<file path="config.mk">
export PLATFORM = sky130hd
export DESIGN_NAME = xop_path
export DESIGN_NICKNAME = d
export VERILOG_FILES = /design/src/hdl/xop_pkg.sv /design/src/hdl/xop_ctl_if.sv /design/src/hdl/xop_path.sv /design/src/hdl/xop_xsel_ctl.sv
export VERILOG_INCLUDE_DIRS = /design/src /design/src/hdl
export SDC_FILE = /design/constraint.sdc
export NUM_CORES = 1
export LEC_CHECK = 0
export BUFFER_PORTS_ARGS = -buffer_cell sky130_fd_sc_hd__buf_4
export CAP_MARGIN = 25
export CORE_MARGIN = 2
export CORE_UTILIZATION = 25
export CTS_CLUSTER_DIAMETER = 120
export DETAILED_ROUTE_END_ITERATION = 6
export GPL_TIMING_DRIVEN = 1
export HOLD_SLACK_MARGIN = 0.05
export PLACE_DENSITY_LB_ADDON = 0.08
export SETUP_SLACK_MARGIN = 0.4
export SYNTH_ARGS = -nofsm -noshare
export SYNTH_HDL_FRONTEND = slang
export SYNTH_SLANG_ARGS = --single-unit
</file>
<file path="constraint.sdc">
create_clock -name clk -period 1.7 [get_ports clk]
set_clock_uncertainty 0.1 [all_clocks]
set_input_delay 0 -clock clk [delete_from_list [all_inputs] [get_ports clk]]
set_output_delay 0 -clock clk [all_outputs]
set_load 0.01 [all_outputs]
</file>
<file path="src/hdl/xop_regs.svh">
// Register offsets, field positions, reset values and codes of the X operand path
`ifndef XOP_REGS_SVH
`define XOP_REGS_SVH

// ****************************************
// Register offsets (byte addresses)
// ****************************************
`define XOP_OFS_IMM     8'h00
`define XOP_OFS_CTR     8'h04
`define XOP_OFS_ACC1    8'h08
`define XOP_OFS_ACC2    8'h0c
`define XOP_OFS_ACC3    8'h10
`define XOP_OFS_XOUT    8'h14
`define XOP_OFS_STAT    8'h18

// ****************************************
// Nanoword field positions
// ****************************************
`define XOP_NB_XSEL_FIRST 17
`define XOP_NB_XSEL_MID   18
`define XOP_NB_XSEL_LAST  19
`define XOP_NB_ACC_LOAD   34

// ****************************************
// Status register fields
// ****************************************
`define XOP_STAT_COV      0
`define XOP_STAT_HI_GATE  1
`define XOP_STAT_MID_GATE 2
`define XOP_STAT_LO_GATE  3
`define XOP_STAT_SWAP     4
`define XOP_STAT_SEL_LSB  5

// ****************************************
// Reset values and sizes
// ****************************************
`define XOP_RST_BYTE     8'h00
`define XOP_BYTE_W       8
`define XOP_BASE_WORD_W  16

// ****************************************
// X select codes
// ****************************************
`define XOP_X_ZERO    3'h0
`define XOP_X_IMM     3'h1
`define XOP_X_UNDEF   3'h2
`define XOP_X_CTR     3'h3
`define XOP_X_CAT     3'h4
`define XOP_X_ACC1    3'h5
`define XOP_X_ACC2    3'h6
`define XOP_X_ACC3    3'h7

`endif

</file>
<file path="src/hdl/xop_pkg.sv">
// Types shared by the X operand path modules
package xop_pkg;

	typedef logic [7:0] xop_byte_t;
	typedef logic [2:0] xop_code_t;

	// Order matches {operand_sel_hi, operand_sel_lo}
	typedef enum logic [1:0] {
		XOP_SRC_ACC3,
		XOP_SRC_ACC2,
		XOP_SRC_ACC1,
		XOP_SRC_CAT
	} xop_src_t;

endpackage : xop_pkg

</file>
<file path="src/hdl/xop_ctl_if.sv">
// Decoded X select controls passed from the decoder to the path
`timescale 1ns/1ps
`default_nettype none

interface xop_ctl_if;
	logic             hi_byte_gate;
	logic             mid_gate;
	logic             lo_byte_gate;
	logic             byte_swap;
	xop_pkg::xop_src_t operand_sel;

	modport decoder (
		output hi_byte_gate,
		output mid_gate,
		output lo_byte_gate,
		output byte_swap,
		output operand_sel
	);

	modport path (
		input hi_byte_gate,
		input mid_gate,
		input lo_byte_gate,
		input byte_swap,
		input operand_sel
	);
endinterface : xop_ctl_if

`default_nettype wire

</file>
<file path="src/hdl/xop_path.sv">
// X operand path: working registers, byte operands and X select
//
// Summary of operation
// (RULE_01) Word and working registers are 16 bits
// (RULE_02) accum_one loads shifter word when enabled
// (RULE_03) accum_two, accum_three load only when enabled
// (RULE_04) Load enables independent; any combination loads
// (RULE_05) Loads happen on the phase three strobe
// (RULE_06) X mux has seven sources
// (RULE_07) Codes 0,4,5,6,7: zero, concat, accums
// (RULE_08) Code 1 puts literal on high byte
// (RULE_09) Code 3 puts counter on low byte
// (RULE_10) Select pair picks accum three/two/one/concat
// (RULE_11) All gates false gives zero output
// (RULE_12) Byte gates mask counter and literal bytes
// (RULE_13) Centre gate unused at 16 bits
// (RULE_14) Controls decoded from nanoword bits 17-19
// (RULE_15) Concat: counter high byte, literal low
// (RULE_16) Wider words take centre bits externally
// (RULE_17) Mux output drives the adder X input
// (RULE_18) Literal feeds adder, address and counter
// (RULE_19) Undefined code 2 outputs zero
`timescale 1ns/1ps
`default_nettype none
`include "xop_regs.svh"

module xop_path #(
	parameter int WORD_W = 16,
	parameter int NANO_W = 48
) (
	// Clock and reset
	input  wire logic              clk,
	input  wire logic              rst_n,
	// Microinstruction control
	input  wire logic [NANO_W-1:0] nano_word,
	input  wire logic              phase_three_clock,
	// Datapath inputs
	input  wire logic [WORD_W-1:0] shifter_output,
	input  wire logic [WORD_W-1:0] center_bit_operand_inputs,
	// Microprogram literal and counter actions
	input  wire logic              imm_set,
	input  wire xop_pkg::xop_byte_t imm_value,
	input  wire logic              ctr_load_imm,
	input  wire logic              ctr_inc,
	// Register port
	input  wire logic [7:0]        reg_addr,
	input  wire logic [WORD_W-1:0] reg_wdata,
	input  wire logic              reg_wr,
	input  wire logic              reg_rd,
	output logic      [WORD_W-1:0] reg_rdata,
	// Adder and address outputs
	output logic      [WORD_W-1:0] x_operand,
	output logic      [WORD_W-1:0] imm_mem_addr
);

	// ****************************************
	// Elaboration checks
	// ****************************************
	localparam int CW = WORD_W - 16;

	generate
		if (WORD_W < `XOP_BASE_WORD_W) begin : g_bad_word
			$error("xop_path: WORD_W below 16 is not served");
		end
		if (NANO_W <= `XOP_NB_ACC_LOAD + 2) begin : g_bad_nano
			$error("xop_path: NANO_W too narrow for load bits");
		end
	endgenerate

	// ****************************************
	// Control register decode
	// ****************************************
	xop_ctl_if ctl ();

	// First printed nanobit is the code's most significant bit
	wire xop_pkg::xop_code_t xsel_code = {
		nano_word[`XOP_NB_XSEL_FIRST],
		nano_word[`XOP_NB_XSEL_MID],
		nano_word[`XOP_NB_XSEL_LAST]
	}; // RULE_14

	xop_xsel_ctl u_xsel_ctl (
		.xsel_code_field (xsel_code),
		.ctl             (ctl)
	);

	// ****************************************
	// Register port decode
	// ****************************************
	wire hit_imm  = (reg_addr == `XOP_OFS_IMM);
	wire hit_ctr  = (reg_addr == `XOP_OFS_CTR);
	wire hit_acc1 = (reg_addr == `XOP_OFS_ACC1);
	wire hit_acc2 = (reg_addr == `XOP_OFS_ACC2);
	wire hit_acc3 = (reg_addr == `XOP_OFS_ACC3);
	wire hit_xout = (reg_addr == `XOP_OFS_XOUT);
	wire hit_stat = (reg_addr == `XOP_OFS_STAT);

	wire wr_imm  = reg_wr && hit_imm;
	wire wr_ctr  = reg_wr && hit_ctr;
	wire wr_stat = reg_wr && hit_stat;

	// ****************************************
	// Constant holding register
	// ****************************************
	xop_pkg::xop_byte_t imm_q;
	xop_pkg::xop_byte_t imm_d;

	// Microprogram set wins over a software write in the same cycle
	assign imm_d = imm_set ? imm_value :
		wr_imm ? reg_wdata[7:0] : imm_q; // RULE_18

	always_ff @(posedge clk or negedge rst_n) begin
		if (!rst_n) begin
			imm_q <= `XOP_RST_BYTE;
		end else begin
			imm_q <= imm_d;
		end
	end

	// ****************************************
	// Count register and overflow flag
	// ****************************************
	xop_pkg::xop_byte_t ctr_q;
	xop_pkg::xop_byte_t ctr_d;
	logic               cov_q;
	logic               cov_d;

	wire [8:0] ctr_sum  = {1'b0, ctr_q} + 9'h001;
	wire       ctr_wrap = ctr_inc && !ctr_load_imm && ctr_sum[8];

	// Literal load is the counter's preset path
	assign ctr_d = ctr_load_imm ? imm_q :
		ctr_inc ? ctr_sum[7:0] :
		wr_ctr ? reg_wdata[7:0] : ctr_q; // RULE_18

	// Overflow set beats a software clear in the same cycle
	assign cov_d = ctr_wrap ? 1'b1 :
		(ctr_load_imm || (wr_stat && reg_wdata[`XOP_STAT_COV])) ?
		1'b0 : cov_q;

	always_ff @(posedge clk or negedge rst_n) begin
		if (!rst_n) begin
			ctr_q <= `XOP_RST_BYTE;
			cov_q <= 1'b0;
		end else begin
			ctr_q <= ctr_d;
			cov_q <= cov_d;
		end
	end

	// ****************************************
	// Working registers
	// ****************************************
	logic [WORD_W-1:0] acc_q [3];
	logic [2:0]        acc_load;

	genvar gi;
	generate
		for (gi = 0; gi < 3; gi++) begin : g_acc
			// Each enable gates the phase three strobe on its own
			assign acc_load[gi] = phase_three_clock &&
				nano_word[`XOP_NB_ACC_LOAD + gi]; // RULE_04 RULE_05

			always_ff @(posedge clk or negedge rst_n) begin
				if (!rst_n) begin
					acc_q[gi] <= '0;
				end else if (acc_load[gi]) begin
					acc_q[gi] <= shifter_output; // RULE_01 RULE_02 RULE_03
				end
			end
		end
	endgenerate

	// ****************************************
	// Concatenated byte operand
	// ****************************************
	logic [WORD_W-1:0] cat_word;
	logic [WORD_W-1:0] gate_mask;

	generate
		if (CW > 0) begin : g_wide
			// Centre bits come from outside on wider words
			assign cat_word = {ctr_q,
				center_bit_operand_inputs[CW+7:8],
				imm_q}; // RULE_15 RULE_16
			assign gate_mask = {{8{ctl.hi_byte_gate}},
				{CW{ctl.mid_gate}},
				{8{ctl.lo_byte_gate}}};
		end else begin : g_base
			// Centre gate has no bits to steer here
			assign cat_word  = {ctr_q, imm_q}; // RULE_15
			assign gate_mask = {{8{ctl.hi_byte_gate}},
				{8{ctl.lo_byte_gate}}}; // RULE_13
		end
	endgenerate

	wire [WORD_W-1:0] cat_gated = cat_word & gate_mask; // RULE_12

	// Exchange end bytes so a lone byte lands on the opposite lane
	logic [WORD_W-1:0] cat_swapped;

	// No centre lane exists at 16 bits, so only the end bytes move
	generate
		if (CW > 0) begin : g_swap_wide
			assign cat_swapped = {cat_gated[7:0],
				cat_gated[CW+7:8],
				cat_gated[WORD_W-1:WORD_W-8]};
		end else begin : g_swap_base
			assign cat_swapped = {cat_gated[7:0],
				cat_gated[WORD_W-1:WORD_W-8]};
		end
	endgenerate

	wire [WORD_W-1:0] byte_operand = ctl.byte_swap ?
		cat_swapped : cat_gated; // RULE_08 RULE_09

	// ****************************************
	// X select
	// ****************************************
	wire any_gate = ctl.hi_byte_gate || ctl.mid_gate ||
		ctl.lo_byte_gate;

	logic [WORD_W-1:0] x_mux;

	always_comb begin
		case (ctl.operand_sel)
			xop_pkg::XOP_SRC_ACC3: x_mux = acc_q[2];
			xop_pkg::XOP_SRC_ACC2: x_mux = acc_q[1];
			xop_pkg::XOP_SRC_ACC1: x_mux = acc_q[0];
			default:              x_mux = byte_operand;
		endcase // RULE_06 RULE_07 RULE_10
	end

	// Shut gates force zero whatever the select pair says
	wire [WORD_W-1:0] x_sel = any_gate ? x_mux : '0; // RULE_11 RULE_19

	// ****************************************
	// Output registers
	// ****************************************
	always_ff @(posedge clk or negedge rst_n) begin
		if (!rst_n) begin
			x_operand    <= '0;
			imm_mem_addr <= '0;
		end else begin
			x_operand    <= x_sel; // RULE_17
			imm_mem_addr <= {{(WORD_W-8){1'b0}}, imm_q}; // RULE_18
		end
	end

	// ****************************************
	// Status word and read back
	// ****************************************
	logic [WORD_W-1:0] stat_word;

	always_comb begin
		stat_word = '0;
		stat_word[`XOP_STAT_COV]      = cov_q;
		stat_word[`XOP_STAT_HI_GATE]  = ctl.hi_byte_gate;
		stat_word[`XOP_STAT_MID_GATE] = ctl.mid_gate;
		stat_word[`XOP_STAT_LO_GATE]  = ctl.lo_byte_gate;
		stat_word[`XOP_STAT_SWAP]     = ctl.byte_swap;
		stat_word[`XOP_STAT_SEL_LSB +: 2] = ctl.operand_sel;
	end

	// Unmapped offsets read as zero
	wire [WORD_W-1:0] rd_mux =
		hit_imm  ? {{(WORD_W-8){1'b0}}, imm_q} :
		hit_ctr  ? {{(WORD_W-8){1'b0}}, ctr_q} :
		hit_acc1 ? acc_q[0] :
		hit_acc2 ? acc_q[1] :
		hit_acc3 ? acc_q[2] :
		hit_xout ? x_operand :
		hit_stat ? stat_word : '0;

	// Data stand for exactly the cycle after the strobe
	always_ff @(posedge clk or negedge rst_n) begin
		if (!rst_n) begin
			reg_rdata <= '0;
		end else begin
			reg_rdata <= reg_rd ? rd_mux : '0;
		end
	end

endmodule : xop_path

`default_nettype wire

</file>
<file path="src/hdl/xop_xsel_ctl.sv">
// Control register decode of the X select code into gates and selects
`timescale 1ns/1ps
`default_nettype none
`include "xop_regs.svh"

module xop_xsel_ctl (
	// Code field
	input  wire xop_pkg::xop_code_t xsel_code_field,
	// Decoded controls
	xop_ctl_if.decoder              ctl
);

	// ****************************************
	// Decode
	// ****************************************
	wire is_acc  = xsel_code_field[2] && (xsel_code_field[1:0] != 2'b00);
	wire is_cat  = (xsel_code_field == `XOP_X_CAT);
	wire is_imm  = (xsel_code_field == `XOP_X_IMM);
	wire is_ctr  = (xsel_code_field == `XOP_X_CTR);

	// Counter byte opens the high gate, literal byte the low gate
	assign ctl.hi_byte_gate = is_acc || is_cat || is_ctr; // RULE_12
	assign ctl.lo_byte_gate = is_acc || is_cat || is_imm; // RULE_12
	// Centre gate only matters above 16 bits
	assign ctl.mid_gate     = is_acc || is_cat; // RULE_13
	// Single-byte codes land on the opposite byte lane
	assign ctl.byte_swap    = is_imm || is_ctr; // RULE_08 RULE_09
	// Zero and undefined codes keep every gate shut
	assign ctl.operand_sel  = is_acc ?
		xop_pkg::xop_src_t'(~xsel_code_field[1:0]) :
		xop_pkg::XOP_SRC_CAT; // RULE_10 RULE_19

endmodule : xop_xsel_ctl

`default_nettype wire

</file>
==> out/results.txt <==
Peak VDD IR: 0.390 mV
Post-Synthesis Cells: 451
FP Rows: 53
yosys warns: 0
Yosys top cell area share: 49.3%
fin worst setup slack: 0.228 ns
LEAKAGE: 0.00348 µW
Crit path max-delay family: compound AO/OA/AOI/OAI gates
slew at the pin closest to its max-slew limit: 0.592 ns
drc violations: 0
power per cell area: 870 nW/µm²
Avg Cell Area, Syn: 11.8 µm²
FF-to-FF End: ctr_q[2]$_DFFE_PN0P_
core area: 21000 µm²
initial DRC count: 364
Critical Path End: ctr_q[2]$_DFFE_PN0P_
Port Buffers: 93
fillers: 2115
#FFs+latches synth: 105
max incr delay on CP: 0.41 ns
WL/cell: 21.4 µm
CP Class: reg2reg
worst reg-to-reg setup slack: 0.23 ns
Post-Route WL: 19900 µm
Async S/R FF share, synth: 100%
Final Hold Fails: 0
Synth top cells by count: dfrtp_1 (105), mux2_2 (57), nand2_1 (26)
sequential fraction of the synthesis area: 49.3%
Yosys cell types: 57
GPL Wtd Cong: 0.829
H-tree lvl count: 3
largest net degree at the start of global routing: 63
reg2reg start: ctr_q[1]$_DFFE_PN0P_
Post-synth EDFFs: 0
multi-input combinational cell area: 2700 µm²
FMAX: 680 MHz
initial cell density of the core: 25.4%
GRT Total Usage: 18.2%
Max Cap Viol: 0
vias in the first global route: 4865
Skew-Pair Late Insertion Delay: 0.36 ns
sequential cell area: 2640 µm²
CTS max path bufs: 2
Final Critical Period: 1.47 ns
Worst setup SP type: flop
crit path from: ctr_q[1]$_DFFE_PN0P_
final antenna-violating net count: 0
unrepaired setup endpoints after global routing: true
crit share post-route: 86.6%
Chip Height: 150 µm
CTS Buf Count: 9
CTS tree: done
Post-Synthesis Cell Area: 5330 µm²
initial antenna violation count: 1
final setup TNS: 0 ns
most common cell in the netlist: dfrtp_1
Vias/cell: 4.96
dominant cells by area after synthesis: dfrtp_1 (49%), mux2_2 (12%), mux4_2 (6.8%)
critical path endpoint category: flop
Crit-path slowest cell: dfrtp_1
I/O pin count: 168
dpl ws: -0.0170 ns
Root Buffer: clkbuf_16
crit path DAT: 1.62 ns
share of layout cells above drive strength 1: 45.6%
Slew headroom: 60.5%
GRT Residual Overflow: 0
Vias: 4621
hpwl dp: 13700 µm
diode count: 0
clk slew on worst S/H paths: 0.08 ns
top cell type by total area after synthesis: dfrtp_1
maximum fanout along the worst path: 3
die area: 22500 µm²
area grow syn2layout: 47.7%
Cell Chain, Critical Path: buf_6 > ha_4 > a311oi_2 > nor3_1 > a221o_1
# nets final: 773
first-pass GRT wire length: 30200 µm
status: finished, final reports clean
DIE WIDTH: 150 µm
worst r2r path cells: 5
Required @ worst endpoint: 1.85 ns
WP depth: 5
DRT Pass-1 Iters: 4
main flop type after synthesis: dfrtp_1
CTS Sinks: 105
Slew Viols, Final: 0
hold crit path type: in2reg
WP buf/inv: 1
final setup violation count: 0
layout make-up:
cell class                      instances  share of cell area (%)
Clock buffer                            9                    2.86
Clock inverter                          6                   0.858
Inverter                               12                   0.572
Multi-Input combinational cell        303                    34.3
Sequential cell                       105                    33.5
Tap cell                              275                    4.37
Timing Repair Buffer                  221                    23.6
cells by family (layout without fill, tap and decap cells):
| group | Yosys count | after routing | synth area share (%) |
|---|---|---|---|
| AND/OR/NAND/NOR | 91 | 91 | 8.87 |
| multiplexers | 91 | 91 | 22.2 |
| AO/OA/AOI/OAI | 112 | 112 | 15.1 |
| adder cells (fa/ha/maj) | 1 | 1 | 0.235 |
| buffers and inverters | 50 | 248 | 4.25 |
| other | 1 | 8 | 0.0703 |
| flip-flops | 105 | 105 | 49.3 |
per-layer routing:
layer | vias up | global-route usage [%] | wire (µm) | part of all wire, %
li1 | 2111 | - | - | -
met1 | 2357 | 25.9 | 9500 | 48
met2 | 130 | 28.7 | 9250 | 46
met3 | 23 | 2.35 | 790 | 4.0
met4 | 0 | 5.90 | 386 | 1.9
met5 | - | 0 | 0 | 0
power breakdown:
group | internal, µW | switching, µW
Sequential | 2790 | 254
Clock | 1150 | 1020
Combinational | 919 | 731
Total | 4850 | 2000
cells in the final DEF, fill, tap and decap left out, types with 4 or more instances in the layout:
| cell type | instances |
|---|---|
| dfrtp_1 | 97 |
| buf_6 | 9 |
| nor2_1 | 11 |
| mux4_2 | 16 |
| mux2_2 | 56 |
| a31oi_1 | 4 |
| clkbuf_16 | 9 |
| nand3_1 | 6 |
| nor3_1 | 7 |
| o21ai_1 | 5 |
| nor2b_1 | 6 |
| buf_4 | 159 |
| nand2_1 | 26 |
| a21oi_2 | 4 |
| nor3_2 | 4 |
| dfrtp_2 | 8 |
| o2bb2ai_1 | 9 |
| a22oi_1 | 11 |
| nand2b_1 | 4 |
| conb_1 | 8 |
| inv_1 | 11 |
| dlygate4sd3_1 | 50 |
| a21oi_1 | 12 |
| mux2i_1 | 18 |
| a22o_1 | 17 |
| o21ai_0 | 11 |
per-stage QoR:
stage	util [%]	instance area, µm²	total power, µW	std cells	hold slack [ns]
floorplan	-	5410	3740	458	-0.396
global placement	31.8	6670	4410	844	-0.0674
detailed placement	31.8	6670	4430	844	-0.0629
CTS	37.0	7760	6850	927	0.0564
global route	37.6	7880	7200	931	0.0964
finish	37.6	7880	6850	931	0.0615
worst min-delay path by stage:
| stage | start | to | slack, ns | cells after the start |
|---|---|---|---|---|
| final | reg_addr[3] | reg_rdata[4]$_DFF_PN0_ | 0.06 | 4 |
| after global routing | nano_word[17] | x_operand[9]$_DFF_PN0_ | 0.1 | 3 |
| after CTS | reg_addr[3] | reg_rdata[4]$_DFF_PN0_ | 0.06 | 4 |
| after detailed placement | rst_n | imm_mem_addr[0]$_DFF_PN0_ | -0.06 | 2 |
| after global placement | rst_n | imm_mem_addr[0]$_DFF_PN0_ | -0.07 | 2 |
| after floorplan | rst_n | acc_q[0]$_DFFE_PN0P_ | -0.40 | 0 |
flip-flops by register name, summed over array words and instances (netlist names):
register	cells
acc_q	48
reg_rdata	16
x_operand	16
ctr_q	8
imm_mem_addr	8
imm_q	8
cov_q	1
worst reg2reg max path, stage by stage, from the launching register on:
cell and delay, ns:
dfrtp_1 0.41, buf_6 0.13, ha_4 0.17, a311oi_2 0.21, nor3_1 0.08, a221o_1 0.27
repair_timing:
| item | CTS | global route |
|---|---|---|
| endpoints found under the setup margin | 32 | 36 |
| buffers inserted | 18 | 4 |
| resized for setup | 43 | 18 |
| hold endpoints to repair | 178 | 0 |
| hold buffers | 50 | 0 |
| pin swaps | 23 | 16 |
(Power assumes the default switching activity.)
